**src/hdl/ssg_pkg.sv**
```systemverilog
// shared constants and carriers for the system stack guard
package ssg_pkg;

  localparam int unsigned DATA_W       = 16;
  localparam int unsigned GIDX_W       = 4;
  localparam int unsigned SIZE_SEL_W   = 2;
  // lowest masked bit count: 32 words = 64 bytes -> bits [5:0]
  localparam int unsigned MASK_MSB_MIN = 5;
  localparam int unsigned MASK_MSB_MAX = 8;

  localparam logic [15:0] STACK_BASE   = 16'hFA00;
  localparam logic [15:0] STACK_TOP    = 16'hFBFE;
  localparam logic [15:0] SP_RST       = 16'hFC00;
  localparam logic [15:0] OVL_RST      = 16'hFA00;
  localparam logic [15:0] UNL_RST      = 16'hFC00;
  localparam logic [15:0] CP_RST       = 16'hFC00;
  localparam logic [15:0] IP_RST       = 16'h0000;
  localparam logic [15:0] WORD_STEP    = 16'h0002;
  localparam logic [15:0] BYTE_STEP    = 16'h0001;
  localparam logic [3:0]  USR_IDX_MAX  = 4'h3;
  localparam logic [1:0]  BE_WORD      = 2'h3;
  localparam logic [1:0]  BE_LO        = 2'h1;
  localparam logic [1:0]  BE_HI        = 2'h2;

  typedef enum logic [3:0] {
    OP_NONE, OP_PUSH, OP_POP, OP_CALL, OP_RET, OP_SUB_SP, OP_ADD_SP,
    OP_MOV_SP, OP_MOV_OVL, OP_MOV_UNL, OP_SWITCH_CONTEXT_OP, OP_POP_CP,
    OP_USR_PREDEC, OP_USR_POSTINC, OP_IDX_POSTINC
  } ssg_op_t;

  typedef enum logic [1:0] {TGT_NONE, TGT_EXT, TGT_IP, TGT_CP} ssg_tgt_t;

  typedef struct packed {
    logic        valid;
    ssg_op_t     op;
    logic [15:0] operand;
    logic [15:0] ptr;
    logic [3:0]  gidx;
    logic        byte_acc;
  } ssg_req_t;

  typedef struct packed {
    logic        en;
    logic        we;
    logic        sys;
    logic [1:0]  be;
    logic [15:0] addr;
    logic [15:0] wdata;
  } ssg_ram_t;

  typedef struct packed {
    logic        en;
    logic [3:0]  idx;
    logic [15:0] addr;
    logic [15:0] value;
  } ssg_gpr_t;

  typedef struct packed {
    logic        valid;
    logic [15:0] data;
  } ssg_ret_t;

endpackage

```
**src/hdl/ssg_limit_check.sv**
```systemverilog
// overflow and underflow comparison on the updated stack pointer
`timescale 1ns/1ps
module ssg_limit_check (
  input  wire logic [15:0] new_sp_i,
  input  wire logic [15:0] ovl_i,
  input  wire logic [15:0] unl_i,
  input  wire logic        dec_i,
  input  wire logic        inc_i,
  output logic             ovf_o,
  output logic             unf_o
);
  assign ovf_o = dec_i && (new_sp_i < ovl_i);
  assign unf_o = inc_i && (new_sp_i > unl_i);
endmodule

```
**src/hdl/ssg_stack_addr.sv**
```systemverilog
// circular internal stack address from a virtual stack pointer
`timescale 1ns/1ps
module ssg_stack_addr (
  input  wire logic [15:0] sp_i,
  input  wire logic [1:0]  size_sel_i,
  output logic      [15:0] addr_o
);
  logic [3:0] msb;

  assign msb = 4'(ssg_pkg::MASK_MSB_MIN) + {2'h0, size_sel_i};

  // low bits follow the pointer, upper bits fixed to the stack area
  for (genvar i = 0; i < 16; i++) begin : g_bit
    if (i < ssg_pkg::MASK_MSB_MIN + 1) begin : g_low
      assign addr_o[i] = (i == 0) ? 1'b0 : sp_i[i];
    end else if (i <= ssg_pkg::MASK_MSB_MAX) begin : g_mid
      assign addr_o[i] = (4'(i) <= msb) ? sp_i[i]
                                        : ssg_pkg::STACK_BASE[i];
    end else begin : g_high
      assign addr_o[i] = ssg_pkg::STACK_BASE[i];
    end
  end
endmodule

```
**src/hdl/ssg_stack_guard.sv**
```systemverilog
// system stack guard: pointers, limit traps, stack RAM access
// What this block does
// - pushes decrement the stack top pointer, pops increment it.
// - stack holds words only; pointer bit zero always reads zero.
// - call, push, subtract check updated pointer below overflow limit.
// - return, pop, add check updated pointer above underflow limit.
// - moving a value into the pointer never compares nor traps.
// - RAM address masks pointer upper bits; 32 to 256 word sizes.
// - stepping below the stack area wraps to its top.
// - pointer and limits keep full virtual addresses; only RAM is masked.
// - system and user stacks grow toward lower addresses.
// - user stack pointers never raise traps.
// - post-increment indirect reads at pointer, then advances it.
// - pre-decrement indirect steps pointer down, then writes there.
// - index post-increment pop accepts only registers zero to three.
// - a register bank maps at most 16 registers from its base pointer.
// - context switch saves old bank pointer, loads new one in one cycle.
// - call pushes the code offset pointer, return pops it back.
`timescale 1ns/1ps
module ssg_stack_guard #(
  parameter int unsigned DATA_W = ssg_pkg::DATA_W
) (
  input  wire logic              clock_i,
  input  wire logic              rst_n_i,
  input  wire ssg_pkg::ssg_req_t req_i,
  input  wire logic [1:0]        stack_size_sel_i,
  input  wire logic [15:0]       rd_data_i,
  output ssg_pkg::ssg_ram_t      ram_o,
  output ssg_pkg::ssg_gpr_t      gpr_o,
  output ssg_pkg::ssg_ret_t      pop_o,
  output logic [15:0]            system_stack_top_pointer_o,
  output logic [15:0]            stack_overflow_limit_o,
  output logic [15:0]            stack_underflow_limit_o,
  output logic [15:0]            register_bank_base_pointer_o,
  output logic [15:0]            code_offset_pointer_o,
  output logic                   ovf_trap_o,
  output logic                   unf_trap_o,
  output logic                   illegal_idx_o
);

  if (DATA_W != 16) begin : g_chk
    $error("ssg_stack_guard supports a 16-bit data path only");
  end

  // core state
  logic [15:0]       sp_r, sp_nxt, ovl_r, ovl_nxt, unl_r, unl_nxt;
  logic [15:0]       cp_r, cp_nxt, ip_r, ip_nxt;
  ssg_pkg::ssg_ram_t ram_r, ram_nxt;
  ssg_pkg::ssg_gpr_t gpr_r, gpr_nxt;
  logic              ovf_r, ovf_nxt, unf_r, unf_nxt, ill_r, ill_nxt;
  // read return pipeline
  ssg_pkg::ssg_tgt_t tgt1_r, tgt1_nxt, tgt2_r, tgt2_nxt;
  logic              lane1_r, lane1_nxt, lane2_r, lane2_nxt;
  logic              byte1_r, byte1_nxt, byte2_r, byte2_nxt;
  ssg_pkg::ssg_ret_t pop_r, pop_nxt;

  logic [15:0] sp_dn, sp_up, sp_amt, step, new_ptr;
  logic [15:0] push_addr, pop_addr, rd_val;
  logic        dec, inc;
  ssg_pkg::ssg_op_t op;

  assign op     = req_i.valid ? req_i.op : ssg_pkg::OP_NONE;
  assign sp_dn  = sp_r - ssg_pkg::WORD_STEP;
  assign sp_up  = sp_r + ssg_pkg::WORD_STEP;
  assign sp_amt = {req_i.operand[15:1], 1'b0};
  assign step   = req_i.byte_acc ? ssg_pkg::BYTE_STEP
                                 : ssg_pkg::WORD_STEP;

  // push goes to masked new pointer, pop reads at masked old pointer
  ssg_stack_addr u_push_addr (
    .sp_i       (sp_dn),
    .size_sel_i (stack_size_sel_i),
    .addr_o     (push_addr)
  );

  ssg_stack_addr u_pop_addr (
    .sp_i       (sp_r),
    .size_sel_i (stack_size_sel_i),
    .addr_o     (pop_addr)
  );

  ssg_limit_check u_limit (
    .new_sp_i (sp_nxt),
    .ovl_i    (ovl_r),
    .unl_i    (unl_r),
    .dec_i    (dec),
    .inc_i    (inc),
    .ovf_o    (ovf_nxt),
    .unf_o    (unf_nxt)
  );

  always_comb begin
    sp_nxt   = sp_r;
    ovl_nxt  = ovl_r;
    unl_nxt  = unl_r;
    cp_nxt   = cp_r;
    ip_nxt   = ip_r;
    ram_nxt  = '0;
    gpr_nxt  = '0;
    ill_nxt  = 1'b0;
    dec      = 1'b0;
    inc      = 1'b0;
    new_ptr  = req_i.ptr;
    case (op)
      ssg_pkg::OP_PUSH, ssg_pkg::OP_CALL, ssg_pkg::OP_SWITCH_CONTEXT_OP: begin
        sp_nxt        = sp_dn;
        dec           = 1'b1;
        ram_nxt.en    = 1'b1;
        ram_nxt.we    = 1'b1;
        ram_nxt.sys   = 1'b1;
        ram_nxt.be    = ssg_pkg::BE_WORD;
        ram_nxt.addr  = push_addr;
        ram_nxt.wdata = req_i.operand;
        if (op == ssg_pkg::OP_CALL) begin
          ram_nxt.wdata = ip_r;
          ip_nxt        = req_i.operand;
        end else if (op == ssg_pkg::OP_SWITCH_CONTEXT_OP) begin
          ram_nxt.wdata = cp_r;
          cp_nxt        = sp_amt;
        end
      end
      ssg_pkg::OP_POP, ssg_pkg::OP_RET, ssg_pkg::OP_POP_CP: begin
        sp_nxt       = sp_up;
        inc          = 1'b1;
        ram_nxt.en   = 1'b1;
        ram_nxt.sys  = 1'b1;
        ram_nxt.be   = ssg_pkg::BE_WORD;
        ram_nxt.addr = pop_addr;
      end
      ssg_pkg::OP_SUB_SP: begin
        sp_nxt = sp_r - sp_amt;
        dec    = 1'b1;
      end
      ssg_pkg::OP_ADD_SP: begin
        sp_nxt = sp_r + sp_amt;
        inc    = 1'b1;
      end
      ssg_pkg::OP_MOV_SP:  sp_nxt  = sp_amt;
      ssg_pkg::OP_MOV_OVL: ovl_nxt = sp_amt;
      ssg_pkg::OP_MOV_UNL: unl_nxt = sp_amt;
      ssg_pkg::OP_USR_PREDEC: begin
        new_ptr       = req_i.ptr - step;
        ram_nxt.en    = 1'b1;
        ram_nxt.we    = 1'b1;
        ram_nxt.addr  = new_ptr;
        ram_nxt.be    = !req_i.byte_acc ? ssg_pkg::BE_WORD
                      : new_ptr[0] ? ssg_pkg::BE_HI : ssg_pkg::BE_LO;
        ram_nxt.wdata = req_i.byte_acc ? {2{req_i.operand[7:0]}}
                                       : req_i.operand;
        gpr_nxt.en    = 1'b1;
      end
      ssg_pkg::OP_USR_POSTINC, ssg_pkg::OP_IDX_POSTINC: begin
        if (op == ssg_pkg::OP_IDX_POSTINC
            && req_i.gidx > ssg_pkg::USR_IDX_MAX) begin
          ill_nxt = 1'b1;
        end else begin
          new_ptr      = req_i.ptr + step;
          ram_nxt.en   = 1'b1;
          ram_nxt.addr = req_i.ptr;
          ram_nxt.be   = !req_i.byte_acc ? ssg_pkg::BE_WORD
                       : req_i.ptr[0] ? ssg_pkg::BE_HI : ssg_pkg::BE_LO;
          gpr_nxt.en   = 1'b1;
        end
      end
      default: ;
    endcase
    gpr_nxt.idx   = req_i.gidx;
    gpr_nxt.addr  = cp_r + {11'h000, req_i.gidx, 1'b0};
    gpr_nxt.value = new_ptr;
    if (!gpr_nxt.en) begin
      gpr_nxt = '0;
    end
    // returned word lands two cycles after the read is issued
    if (tgt2_r == ssg_pkg::TGT_IP) begin
      ip_nxt = rd_data_i;
    end
    if (tgt2_r == ssg_pkg::TGT_CP) begin
      cp_nxt = rd_data_i;
    end
    sp_nxt[0]  = 1'b0;
  end

  always_ff @(posedge clock_i or negedge rst_n_i) begin
    if (!rst_n_i) begin
      sp_r  <= ssg_pkg::SP_RST;
      ovl_r <= ssg_pkg::OVL_RST;
      unl_r <= ssg_pkg::UNL_RST;
      cp_r  <= ssg_pkg::CP_RST;
      ip_r  <= ssg_pkg::IP_RST;
      ram_r <= '0;
      gpr_r <= '0;
      ovf_r <= 1'b0;
      unf_r <= 1'b0;
      ill_r <= 1'b0;
    end else begin
      sp_r  <= sp_nxt;
      ovl_r <= ovl_nxt;
      unl_r <= unl_nxt;
      cp_r  <= cp_nxt;
      ip_r  <= ip_nxt;
      ram_r <= ram_nxt;
      gpr_r <= gpr_nxt;
      ovf_r <= ovf_nxt;
      unf_r <= unf_nxt;
      ill_r <= ill_nxt;
    end
  end

  always_comb begin
    tgt1_nxt  = ssg_pkg::TGT_NONE;
    lane1_nxt = 1'b0;
    byte1_nxt = 1'b0;
    case (op)
      ssg_pkg::OP_POP:    tgt1_nxt = ssg_pkg::TGT_EXT;
      ssg_pkg::OP_RET:    tgt1_nxt = ssg_pkg::TGT_IP;
      ssg_pkg::OP_POP_CP: tgt1_nxt = ssg_pkg::TGT_CP;
      ssg_pkg::OP_USR_POSTINC, ssg_pkg::OP_IDX_POSTINC: begin
        if (!ill_nxt) begin
          tgt1_nxt  = ssg_pkg::TGT_EXT;
          lane1_nxt = req_i.ptr[0];
          byte1_nxt = req_i.byte_acc;
        end
      end
      default: ;
    endcase
    tgt2_nxt  = tgt1_r;
    lane2_nxt = lane1_r;
    byte2_nxt = byte1_r;
    rd_val    = !byte2_r ? rd_data_i
              : lane2_r ? {8'h00, rd_data_i[15:8]}
                        : {8'h00, rd_data_i[7:0]};
    pop_nxt.valid = (tgt2_r == ssg_pkg::TGT_EXT);
    pop_nxt.data  = pop_nxt.valid ? rd_val : 16'h0000;
  end

  always_ff @(posedge clock_i or negedge rst_n_i) begin
    if (!rst_n_i) begin
      tgt1_r  <= ssg_pkg::TGT_NONE;
      tgt2_r  <= ssg_pkg::TGT_NONE;
      lane1_r <= 1'b0;
      lane2_r <= 1'b0;
      byte1_r <= 1'b0;
      byte2_r <= 1'b0;
      pop_r   <= '0;
    end else begin
      tgt1_r  <= tgt1_nxt;
      tgt2_r  <= tgt2_nxt;
      lane1_r <= lane1_nxt;
      lane2_r <= lane2_nxt;
      byte1_r <= byte1_nxt;
      byte2_r <= byte2_nxt;
      pop_r   <= pop_nxt;
    end
  end

  assign ram_o                        = ram_r;
  assign gpr_o                        = gpr_r;
  assign pop_o                        = pop_r;
  assign system_stack_top_pointer_o   = sp_r;
  assign stack_overflow_limit_o       = ovl_r;
  assign stack_underflow_limit_o      = unl_r;
  assign register_bank_base_pointer_o = cp_r;
  assign code_offset_pointer_o        = ip_r;
  assign ovf_trap_o                   = ovf_r;
  assign unf_trap_o                   = unf_r;
  assign illegal_idx_o                = ill_r;

  logic is_dec, is_inc, is_user;
  assign is_dec  = op inside {ssg_pkg::OP_PUSH, ssg_pkg::OP_CALL,
                              ssg_pkg::OP_SWITCH_CONTEXT_OP, ssg_pkg::OP_SUB_SP};
  assign is_inc  = op inside {ssg_pkg::OP_POP, ssg_pkg::OP_RET,
                              ssg_pkg::OP_POP_CP, ssg_pkg::OP_ADD_SP};
  assign is_user = op inside {ssg_pkg::OP_USR_PREDEC,
                              ssg_pkg::OP_USR_POSTINC,
                              ssg_pkg::OP_IDX_POSTINC};
endmodule
```
**config.mk**
```make
export PLATFORM = sky130hd
export DESIGN_NAME = ssg_stack_guard
export DESIGN_NICKNAME = d
export VERILOG_FILES = /design/src/hdl/ssg_pkg.sv /design/src/hdl/ssg_limit_check.sv /design/src/hdl/ssg_stack_addr.sv /design/src/hdl/ssg_stack_guard.sv
export SDC_FILE = /design/constraint.sdc
export NUM_CORES = 1
export LEC_CHECK = 0
export ABC_AREA = 1
export BUFFER_PORTS_ARGS = -buffer_cell sky130_fd_sc_hd__buf_2
export CAP_MARGIN = 40
export CORE_MARGIN = 2
export CORE_UTILIZATION = 55
export CTS_BUF_LIST = sky130_fd_sc_hd__clkbuf_16
export DETAILED_ROUTE_END_ITERATION = 6
export GPL_ROUTABILITY_DRIVEN = 0
export PLACE_DENSITY_LB_ADDON = 0.2
export SYNTH_ARGS = -nofsm -noshare
export SYNTH_HDL_FRONTEND = slang
export SYNTH_SLANG_ARGS = --single-unit
export TNS_END_PERCENT = 50
```
**constraint.sdc**
```tcl
create_clock -name clock_i -period 3.5 [get_ports clock_i]
set_input_delay 0.35 -clock clock_i [delete_from_list [all_inputs] [get_ports clock_i]]
set_output_delay 0.35 -clock clock_i [all_outputs]
set_load 0.01 [all_outputs]
```
**Word level (Yosys, flattened, before mapping)**

Cells that the tools add are included.

- Order comparisons: 6
- Reduce and logical (&&, ||, !) cells: 17
- Add/sub/neg operators: 8
- Equality and inequality tests: 18
- Mux-type cells: 47

Operator list:

| cell | number |
|---|---|
| $mux 16 | 13 |
| $pmux 16 s5 | 1 |
| $pmux 18 s4 | 1 |
| $pmux 16 s2 | 2 |
| $mux 37 | 1 |
| $eq 4x4->1 const B | 7 |
| $mux 1 | 18 |
| $mux 18 | 1 |
| $add 16x16->16 | 1 |
| $add 16x2->16 | 1 |
| $add 16x2->16 const B | 1 |
| $add 16x5->16 | 1 |
| $eq 4x3->1 const B | 4 |
| $gt 16x16->1 | 1 |
| $lt 16x16->1 | 1 |
| $sub 16x16->16 | 1 |
| $sub 16x2->16 | 1 |
| $sub 16x2->16 const B | 1 |
| $reduce_or 4->1 | 3 |
| $mux 2 | 5 |
| $eq 4x2->1 const B | 2 |
| $le 3x4->1 const A | 2 |
| $mux 8 | 1 |
| $pmux 2 s4 | 1 |
| 17 further kinds | 25 |

- Bits of input ports: 62
- Word-level logic and storage cells: 122
- Register bits after elaboration: 179

**Longest topological paths before layout**

Gate-level depths: netlist of run 1.

- Depth after elaboration: 7
- Gate-level depth with buffers: 28

**Hierarchy**

A second synthesis of run 1 with hierarchy kept.

- Cell total of the unflattened synthesis: 1,428
- Area, all modules: 10,844.2 um^2

Modules (own cells, without submodules):

| module | area each (um^2) | seq. area each (um^2) | times used | cells an instance |
|---|---|---|---|---|
| ssg_stack_guard | 9,741.8 | 4,509.3 | 1 | 1,246 |
| ssg_limit_check | 832.0 | 0.0 | 1 | 136 |
| ssg_stack_addr | 135.1 | 0.0 | 2 | 23 |

**Worst setup path after synthesis of run 1**

OpenSTA, ideal clock, no wires.

- Kind: input -> register
- Start point: input port req_i[22] in the netlist's numbering
- End point: register unf_r, in the netlist unf_trap_o
- Slack: -0.253 ns
- Stages on the path: 26
- Required time: 3.380 ns
- Buffers on the path: 0
- Setup time: 0.120 ns
- Arrival time: 3.633 ns
- Cell sequence: inv_1 -> ha_1 -> inv_1 -> nor3_1 -> nand2_1 -> nor2_1 -> inv_1 -> nor2_1 -> nand2_1 -> o21ai_0 -> o21ai_0 -> ha_1 -> inv_1 -> nor3_1 -> o21ai_0 -> o311ai_0 -> nor2_1 -> nand3_1 -> nand3_1 -> a21oi_1 -> ha_1 -> nand3_1 -> inv_1 -> a221oi_1 -> o21ai_0 -> and3_1

- Longest elaborated chain between the ends: 4
- Elaborated cells on any way between the ends: 5
- Those cells by class: add/sub: 2; order compare: 1; mux: 1; reduce/logical: 1

RTL lines:

| element | RTL line | source |
|---|---|---|
| start, declared | ssg_stack_guard.sv:25 | `input wire ssg_pkg::ssg_req_t req_i,` |
| $add 16x16->16 / $sub 16x16->16 (equally long branches) | ssg_stack_guard.sv:135, ssg_stack_guard.sv:131 |  |
| $pmux 16 s5 * | ssg_stack_guard.sv:104 | `case (op)` |
| net sp_nxt[15] | ssg_stack_guard.sv:46 | `logic [15:0] sp_r, sp_nxt, ovl_r, ovl_nxt, unl_r, unl_nxt;` |
| $gt 16x16->1 * | ssg_limit_check.sv:13 | `assign unf_o = inc_i && (new_sp_i > unl_i);` |
| $logic_and 1x1->1 * | ssg_limit_check.sv:13 |  |
| net u_limit.unf_o | ssg_limit_check.sv:10 | `output logic unf_o` |
| end signal, assigned | ssg_stack_guard.sv:204 | `unf_r <= unf_nxt;` |
| end, declared | ssg_stack_guard.sv:50 | `logic ovf_r, ovf_nxt, unf_r, unf_nxt, ill_r, ill_nxt;` |

Mark *: on every way through the listed nets, which the timed path passes. The rest lies on a longest branch.
A chain may end at the register's enable or synchronous reset.

**Worst setup path in the final report of run 1**

Same ends and word-level chain as after synthesis.

==> results of run 1 <==
[flip-flops by register name, indices dropped and copies added, names as in the netlist]
| name | cells |
|---|---|
| register_bank_base_pointer_o | 16 |
| gpr_o | 37 |
| stack_underflow_limit_o | 15 |
| ram_o | 37 |
| system_stack_top_pointer_o | 15 |
| illegal_idx_o | 1 |
| tgt1_r | 2 |
| tgt2_r | 2 |
| byte1_r | 1 |
| byte2_r | 1 |
| code_offset_pointer_o | 16 |
| stack_overflow_limit_o | 15 |
| pop_o | 17 |
| lane2_r | 1 |
| lane1_r | 1 |
| ovf_trap_o | 1 |
| unf_trap_o | 1 |
[final cells by class]
class,count,area (um^2)
fill,1526,5258
inverter,173,665.6
timing repair buffer,361,2156
sequential,179,4509
clock inverter,15,131.4
clock buffer,17,425.4
tap,234,292.8
multi-input combinational,905,5325
antenna,2,5.005
[metal layers]
layer	wire length [um]	vias up
met4	1997	0
li1	-	5088
met3	3576	179
met2	15990	722
met1	13540	5031
met5	0	-
[worst min path at each step]
stage	start	endpoint	slack, ns	depth (start not counted)
final	rst_n_i	gpr_o[36]	-0.02	1
after global placement	tgt1_r[1]	tgt2_r[1]	0.33	0
after detailed placement	lane1_r	lane2_r	0.34	0
after floorplan	rst_n_i	byte1_r	0.05	0
after CTS	rst_n_i	gpr_o[36]	0.02	1
after global routing	rst_n_i	gpr_o[36]	0.06	1
[power by group through the flow]
stage	Clock [mW]	Combinational, mW	Sequential (mW)
3_5_place_dp	0	2.20	2.73
3_3_place_gp	0	2.13	2.73
2_1_floorplan	0	1.11	2.77
4_1_cts	1.86	2.23	2.70
5_1_grt	1.95	2.58	2.74
6_report	1.86	2.33	2.71
[timing repair]
item,in CTS,in global routing
cloned,0,0
buffers inserted,5,9
hold endpoints to repair,0,0
endpoints found under the setup margin,2,2
gates resized for setup,10,26
pin swaps,10,22
[critical path, delay by kind of cell]
family          cells  cell delay [ns]
simple gates        8             0.93
buf+inv             5             0.43
fa+ha+maj           3             0.77
compound gates     11             1.52
[cells by family after synthesis]
family,count (synthesis),share of synthesized area [%]
and+or+nand+nor,487,20.51
other,1,0.03548
AOI/OAI and AO/OA,343,19.79
adders and majority gates,57,7.031
xor gates and xnor gates,15,1.243
DFF,179,42.66
buffers and inverters,219,8.724
[cells in the mapped netlist, types with 10 or more instances]
cell and instances:
nor2_1 131, nand3_1 54, buf_2 14, nand4_1 17, dfrtp_1 155, a31oi_1 19, a21oi_1 85, o211ai_1 25
dfstp_2 24, o21ai_0 115, a211oi_1 13, o22ai_1 25, inv_1 158, nor3_1 29, nand2_1 214, ha_1 53
xor2_1 12, inv_2 10, clkbuf_1 18
[per-stage QoR]
step,utilization (%),instances
after floorplan,-,1303
after global placement,67.57,1836
after detailed placement,67.73,1838
after CTS,71.05,1875
after global routing,71.99,1886
final,71.99,1886
==> summary.txt, run 1 <==
Synth
  • Seq/Total Area, Yosys: 42.66%
  • Flip-flop and latch count after synthesis: 179
  • Number of distinct library cells after synthesis: 63
  • Yosys top cell by area: dfrtp_1
  • Number of enable-type register cells in the synthesized netlist: 0
  • Cells taking the most area after synthesis: dfrtp_1 37%, nand2_1 7.6%, ha_1 6.3%
  • Proportion of netlist area held by the largest area contributor: 36.70%
  • Avg Cell Area, Syn: 8.125 um^2
  • Count of mapped cells out of synthesis: 1301
  • Ys flop type: dfrtp_1
  • Number of warning messages in the yosys log: 0
  • Fraction of registers with async set/reset: 100.0%
  • Total standard cell area after synthesis: 0.01057 mm^2

STA
  • Final Max Tran Viols: 0
  • Total count of hold-check failures in the final report: 19
  • Final critical-path setup slack: -0.1757 ns
  • Measured slew at the worst slew-check pin: 0.8348 ns
  • Relative max-transition margin: 44.35%
  • Post-layout min period: 3.676 ns
  • Peak clock frequency supported by timing: 272.1 MHz
  • Worst slack on hold paths: -0.02304 ns
  • Number of failing setup endpoints in the final timing report: 2
  • Unrepaired setup endpoints after global routing: true
  • Total Neg Setup Slack: -0.3442 ns
  • Post-route clock period utilization: 105.0%
  • Worst clock skew: 0.01124 ns

Pwr
  • Part of the power in combinational logic: 33.8%
  • Switching power of the nets: 2.563 mW
  • Clock power share: 26.9%
  • Power density cells: 511.0 mW/mm^2
  • Part of the power in registers: 39.3%
  • Proportion of total power due to net switching: 37.12%
  • Static Leak: 7.027 nW
  • Largest vdd supply drop: 0.3482 mV
  • Pint: 4.341 mW
  • Power Total: 6.904 mW

Hold path
  • Path category of the worst min-delay check: input port to asynchronous set/reset pin

Critical path
  • Crit. Startpoint: req_i[22]
  • Worst Setup EP: unf_trap_o
  • Reg-to-Reg Start: system_stack_top_pointer_o[2]
  • Startpoint type of the worst setup path: input port
  • Slowest CP cell: ha_1
  • Number of cell instances on the worst register-to-register path: 16
  • Kind of critical path: input port to flop
  • Arrival time at the worst endpoint: 4.01 ns
  • Worst R2R End: ovf_trap_o
  • Reg-to-reg setup timing slack: 0.21 ns
  • CP Capture Type: flop
  • Required time of the critical path: 3.84 ns
  • Max incr delay on CP: 0.34 ns
  • Maximum fanout along the worst path: 5

Drt
  • Routed vias: 11020
  • Detailed-route wire length per cell: 18.61 um
  • Pre-Repair DR Iteration Count: 7
  • Final Routed Wirelength: 35.10 mm
  • DRC viols: 1
  • Avg Vias per Cell: 5.843
  • Initial drt markers: 1083
  • Routed Antenna Nets: 0

Finish
  • Post-synthesis to final-layout area growth: 27.82%
  • Most common cell after layout, fill and taps aside: buf_2
  • Post-route standard cell area excluding fillers: 0.01351 mm^2
  • Commonest non-fill, non-tap cells in the layout: 229 x buf_2, 213 x nand2_1, 155 x inv_1, 155 x dfrtp_1, 129 x buf_4
  • Share of cells above drive strength 1: 30.67%
  • Post-layout net count: 1756

Global routing
  • GRT Resource Usage Total: 34.19%
  • Maximum number of pins on one net before global-route repair: 96
  • Initial antenna violation count: 2
  • Routing usage on met2: 54.55%
  • Top Usage Layer GRT: met2
  • Total congestion overflow: 0
  • GR Util met3: 7.210%
  • Global-route wire length before repair: 53.62 mm
  • Number of global-route vias before repair: 10270
  • Fraction of met1 tracks used by global routing: 44.58%

Clock network
  • Bufs on Longest Clock Path: 2
  • Number of levels in the clock H-tree: 4
  • Clock latency on the worst-skew pair: 0.45 ns
  • # clock sinks: 179
  • Cell chosen for the clock root: clkbuf_16
  • Number of clock buffers inserted by TritonCTS: 17
  • Post-CTS clock slew at the launch and capture registers of the worst setup and hold paths: 0.07 ns
  • CTS tree: done
  • Number of buffers inserted for hold repair after clock tree synthesis: 0

Die
  • Die X-Extent: 142.6 um
  • Die H: 142.6 um
  • Die Footprint: 0.02034 mm^2
  • Count of pins on the block boundary: 236
  • Initial Util: 56.32%
  • Number of placement rows: 50
  • Core Region: 0.01877 mm^2

Outcome
  • Outcome: finished, violations left
  • Failing checks: DRC, hold timing, setup timing

Run
  • Max Cap Viol: 0

Place
  • HPWL Detailed: 26.40 mm
  • Post-place setup slack: -0.6757 ns
  • Post-detailed-placement cell area: 0.01271 mm^2
  • PortBufs: 232
Power figures use the tool's default switching activity.
==> inputs of run 2 (changes only) <==
--- a/config.mk
+++ b/config.mk
@@ -13,6 +13,7 @@
 export CTS_BUF_LIST = sky130_fd_sc_hd__clkbuf_16
 export DETAILED_ROUTE_END_ITERATION = 6
 export GPL_ROUTABILITY_DRIVEN = 0
+export HOLD_SLACK_MARGIN = 0.05
 export PLACE_DENSITY_LB_ADDON = 0.2
 export SYNTH_ARGS = -nofsm -noshare
 export SYNTH_HDL_FRONTEND = slang
==> summary.txt, run 2 (synthesis results as in run 1) <==
Outcome
  • Outcome: finished, violations left
  • Failing checks: setup timing

Critical path
  • Slowest CP cell: ha_1
  • Required time of the critical path: 3.83 ns (about the same)
  • Arrival time at the worst endpoint: 4.01 ns (about the same)
  • CP Capture Type: flop
  • Startpoint type of the worst setup path: input port
  • Maximum fanout along the worst path: 5 (unchanged)
  • Kind of critical path: input port to flop
  • Max incr delay on CP: 0.34 ns (about the same)

Finish
  • Most common cell after layout, fill and taps aside: buf_2
  • Commonest non-fill, non-tap cells in the layout: 229 x buf_2, 213 x nand2_1, 155 x inv_1, 155 x dfrtp_1, 129 x buf_4
  • Non-Filler Instances: 1887 (+0.053%)
  • Post-synthesis to final-layout area growth: 27.91% (about the same)
  • Post-layout net count: 1757 (+0.057%)
  • Filler Cells Inserted: 1525 (-0.066%)
  • Utilization of the core after routing: 72.04% (about the same)
  • Share of cells above drive strength 1: 30.65% (about the same)

STA
  • Worst clock skew: 0.01171 ns (+0.0004734 ns)
  • Post-layout min period: 3.677 ns (+0.001652 ns)
  • Unrepaired setup endpoints after global routing: true
  • Measured slew at the worst slew-check pin: 0.8626 ns (+0.02786 ns)
  • Number of failing setup endpoints in the final timing report: 2 (unchanged)
  • Relative max-transition margin: 42.49% (-1.9 points)
  • Total count of hold-check failures in the final report: 0 (-19)
  • Post-route clock period utilization: 105.1% (about the same)
  • Final Max Tran Viols: 0 (unchanged)
  • Peak clock frequency supported by timing: 271.9 MHz (about the same)
  • Final critical-path setup slack: -0.1773 ns (-0.001652 ns)

Clock network
  • Clock latency on the worst-skew pair: 0.44 ns (about the same)
  • CTS tree: done
  • Post-CTS clock slew at the launch and capture registers of the worst setup and hold paths: 0.07 ns (about the same)
  • # clock sinks: 179 (unchanged)
  • Number of clock buffers inserted by TritonCTS: 17 (unchanged)
  • Bufs on Longest Clock Path: 2 (unchanged)
  • Cell chosen for the clock root: clkbuf_16
  • Number of levels in the clock H-tree: 4 (unchanged)

Drt
  • Detailed-route wire length per cell: 18.63 um (+0.12%)
  • Initial drt markers: 1041 (-3.9%)
  • Final Routed Wirelength: 35.16 mm (+0.17%)
  • Routed vias: 11080 (+0.55%)
  • Routed Antenna Nets: 0 (unchanged)
  • Met3 wirelength from detailed routing: 3.730 mm (+4.3%)
  • DRC viols: 0 (-1)
  • M1 wire length: 13.46 mm (-0.55%)
  • Avg Vias per Cell: 5.872 (+0.50%)
  • Top routing layer in use: met4
  • Pre-Repair DR Iteration Count: 7 (unchanged)
  • Met2 Wirelength: 16.17 mm (+1.1%)

Pwr
  • Static Leak: 7.031 nW (about the same)
  • Part of the power in combinational logic: 33.9% (about the same)
  • Part of the power in registers: 39.3% (about the same)
  • Largest vdd supply drop: 0.3462 mV (-0.59%)
  • Proportion of total power due to net switching: 37.10% (about the same)
  • Pint: 4.342 mW (about the same)
  • Power Total: 6.903 mW (about the same)
  • Switching power of the nets: 2.561 mW (about the same)
  • Power density cells: 510.6 mW/mm^2 (about the same)
  • Clock power share: 26.8% (about the same)

Die
  • Count of pins on the block boundary: 236 (unchanged)
  • Die X-Extent: 142.6 um (unchanged)
  • Number of placement rows: 50 (unchanged)
  • Core Region: 0.01877 mm^2 (unchanged)
  • Initial Util: 56.32% (unchanged)
  • Die H: 142.6 um (unchanged)
  • Die Footprint: 0.02034 mm^2 (unchanged)

Global routing
  • Total congestion overflow: 0 (unchanged)
  • Global-route wire length before repair: 53.62 mm (unchanged)
  • Initial antenna violation count: 2 (unchanged)
  • GRT Resource Usage Total: 34.19% (unchanged)
  • Number of global-route vias before repair: 10270 (unchanged)
  • Maximum number of pins on one net before global-route repair: 96 (unchanged)

Run
  • Max Cap Viol: 0 (unchanged)

Hold path
  • Path category of the worst min-delay check: input port to flop

Place
  • HPWL Detailed: 26.40 mm (unchanged)
  • Cells after DPL: 1838 (unchanged)
  • PortBufs: 232 (unchanged)
  • Post-place setup slack: -0.6757 ns (unchanged)
run 2: cell count changes in the layout (fill, tap and decap cells not counted), sizes merged:
| cell | before | now |
|---|---|---|
| dlygate4sd3 | 0 | 1 |
run 2: repair_timing:
action | CTS | global route
hold buffers | 1 | 0
setup endpoints to repair | 2 | 2
resized for setup | 10 | 26
gates cloned | 0 | 0
pin swaps | 10 | 22
buffers inserted | 5 | 9
endpoints found under the hold margin | 86 | 0
run 2: metrics by stage:
stage                     setup TNS, ns  cell area [um^2]  hold slack (ns)
final                           -0.3347             13520           0.1342
after global routing            -0.7345             13520           0.1389
after floorplan                -0.05315             10640          0.05441
after CTS                     -0.008756             13350           0.1302
after detailed placement         -1.158             12710           0.3388
after global placement          -0.9071             12680           0.3341
run 2: worst max-delay path, delay by kind of cell:
kind / cells / cell delay [ns]
AOI/OAI and AO/OA: 11 / 1.51
adders and majority gates: 3 / 0.77
buffers and inverters: 5 / 0.43
and+or+nand+nor: 8 / 0.95
run 2: final timing paths:
path                                               startpoint                          to  slack (ns)  cells after the start
worst max register to register  system_stack_top_pointer_o[2]                  ovf_trap_o        0.22                     16
max in group asynchronous                             rst_n_i  stack_overflow_limit_o[12]        1.93                      3
worst min-delay path                                 req_i[1]                   gpr_o[32]        0.13                      3
min in group asynchronous                             rst_n_i                   gpr_o[36]        0.55                      2
worst max-delay path                                req_i[22]                  unf_trap_o       -0.18                     27
worst min register to register                        byte1_r                     byte2_r        0.35                      0
run 2: per-layer routing:
metal	vias up	GRT usage, %
li1	5098	-
met1	5073	44.58
met2	754	54.55
met3	156	7.210
met4	0	16.52
met5	-	0
run 2: power by group through the flow:
stage | clock, mW | sequential, mW | combinational [mW]
after floorplan | 0 | 2.77 | 1.11
after global placement | 0 | 2.73 | 2.13
after detailed placement | 0 | 2.73 | 2.20
after CTS | 1.86 | 2.70 | 2.23
after global routing | 1.95 | 2.74 | 2.58
final | 1.85 | 2.71 | 2.34
run 2: layout make-up:
cell class / count / area (um^2) / area share, %
inverters: 173 / 665.6 / 4.923
repair buffers: 362 / 2166 / 16.02
well taps: 234 / 292.8 / 2.165
multi-input cells: 905 / 5325 / 39.39
clock buffers: 17 / 425.4 / 3.146
diodes: 2 / 5.005 / 0.03702
clock inverters: 15 / 131.4 / 0.9717
flip-flops and latches: 179 / 4509 / 33.35
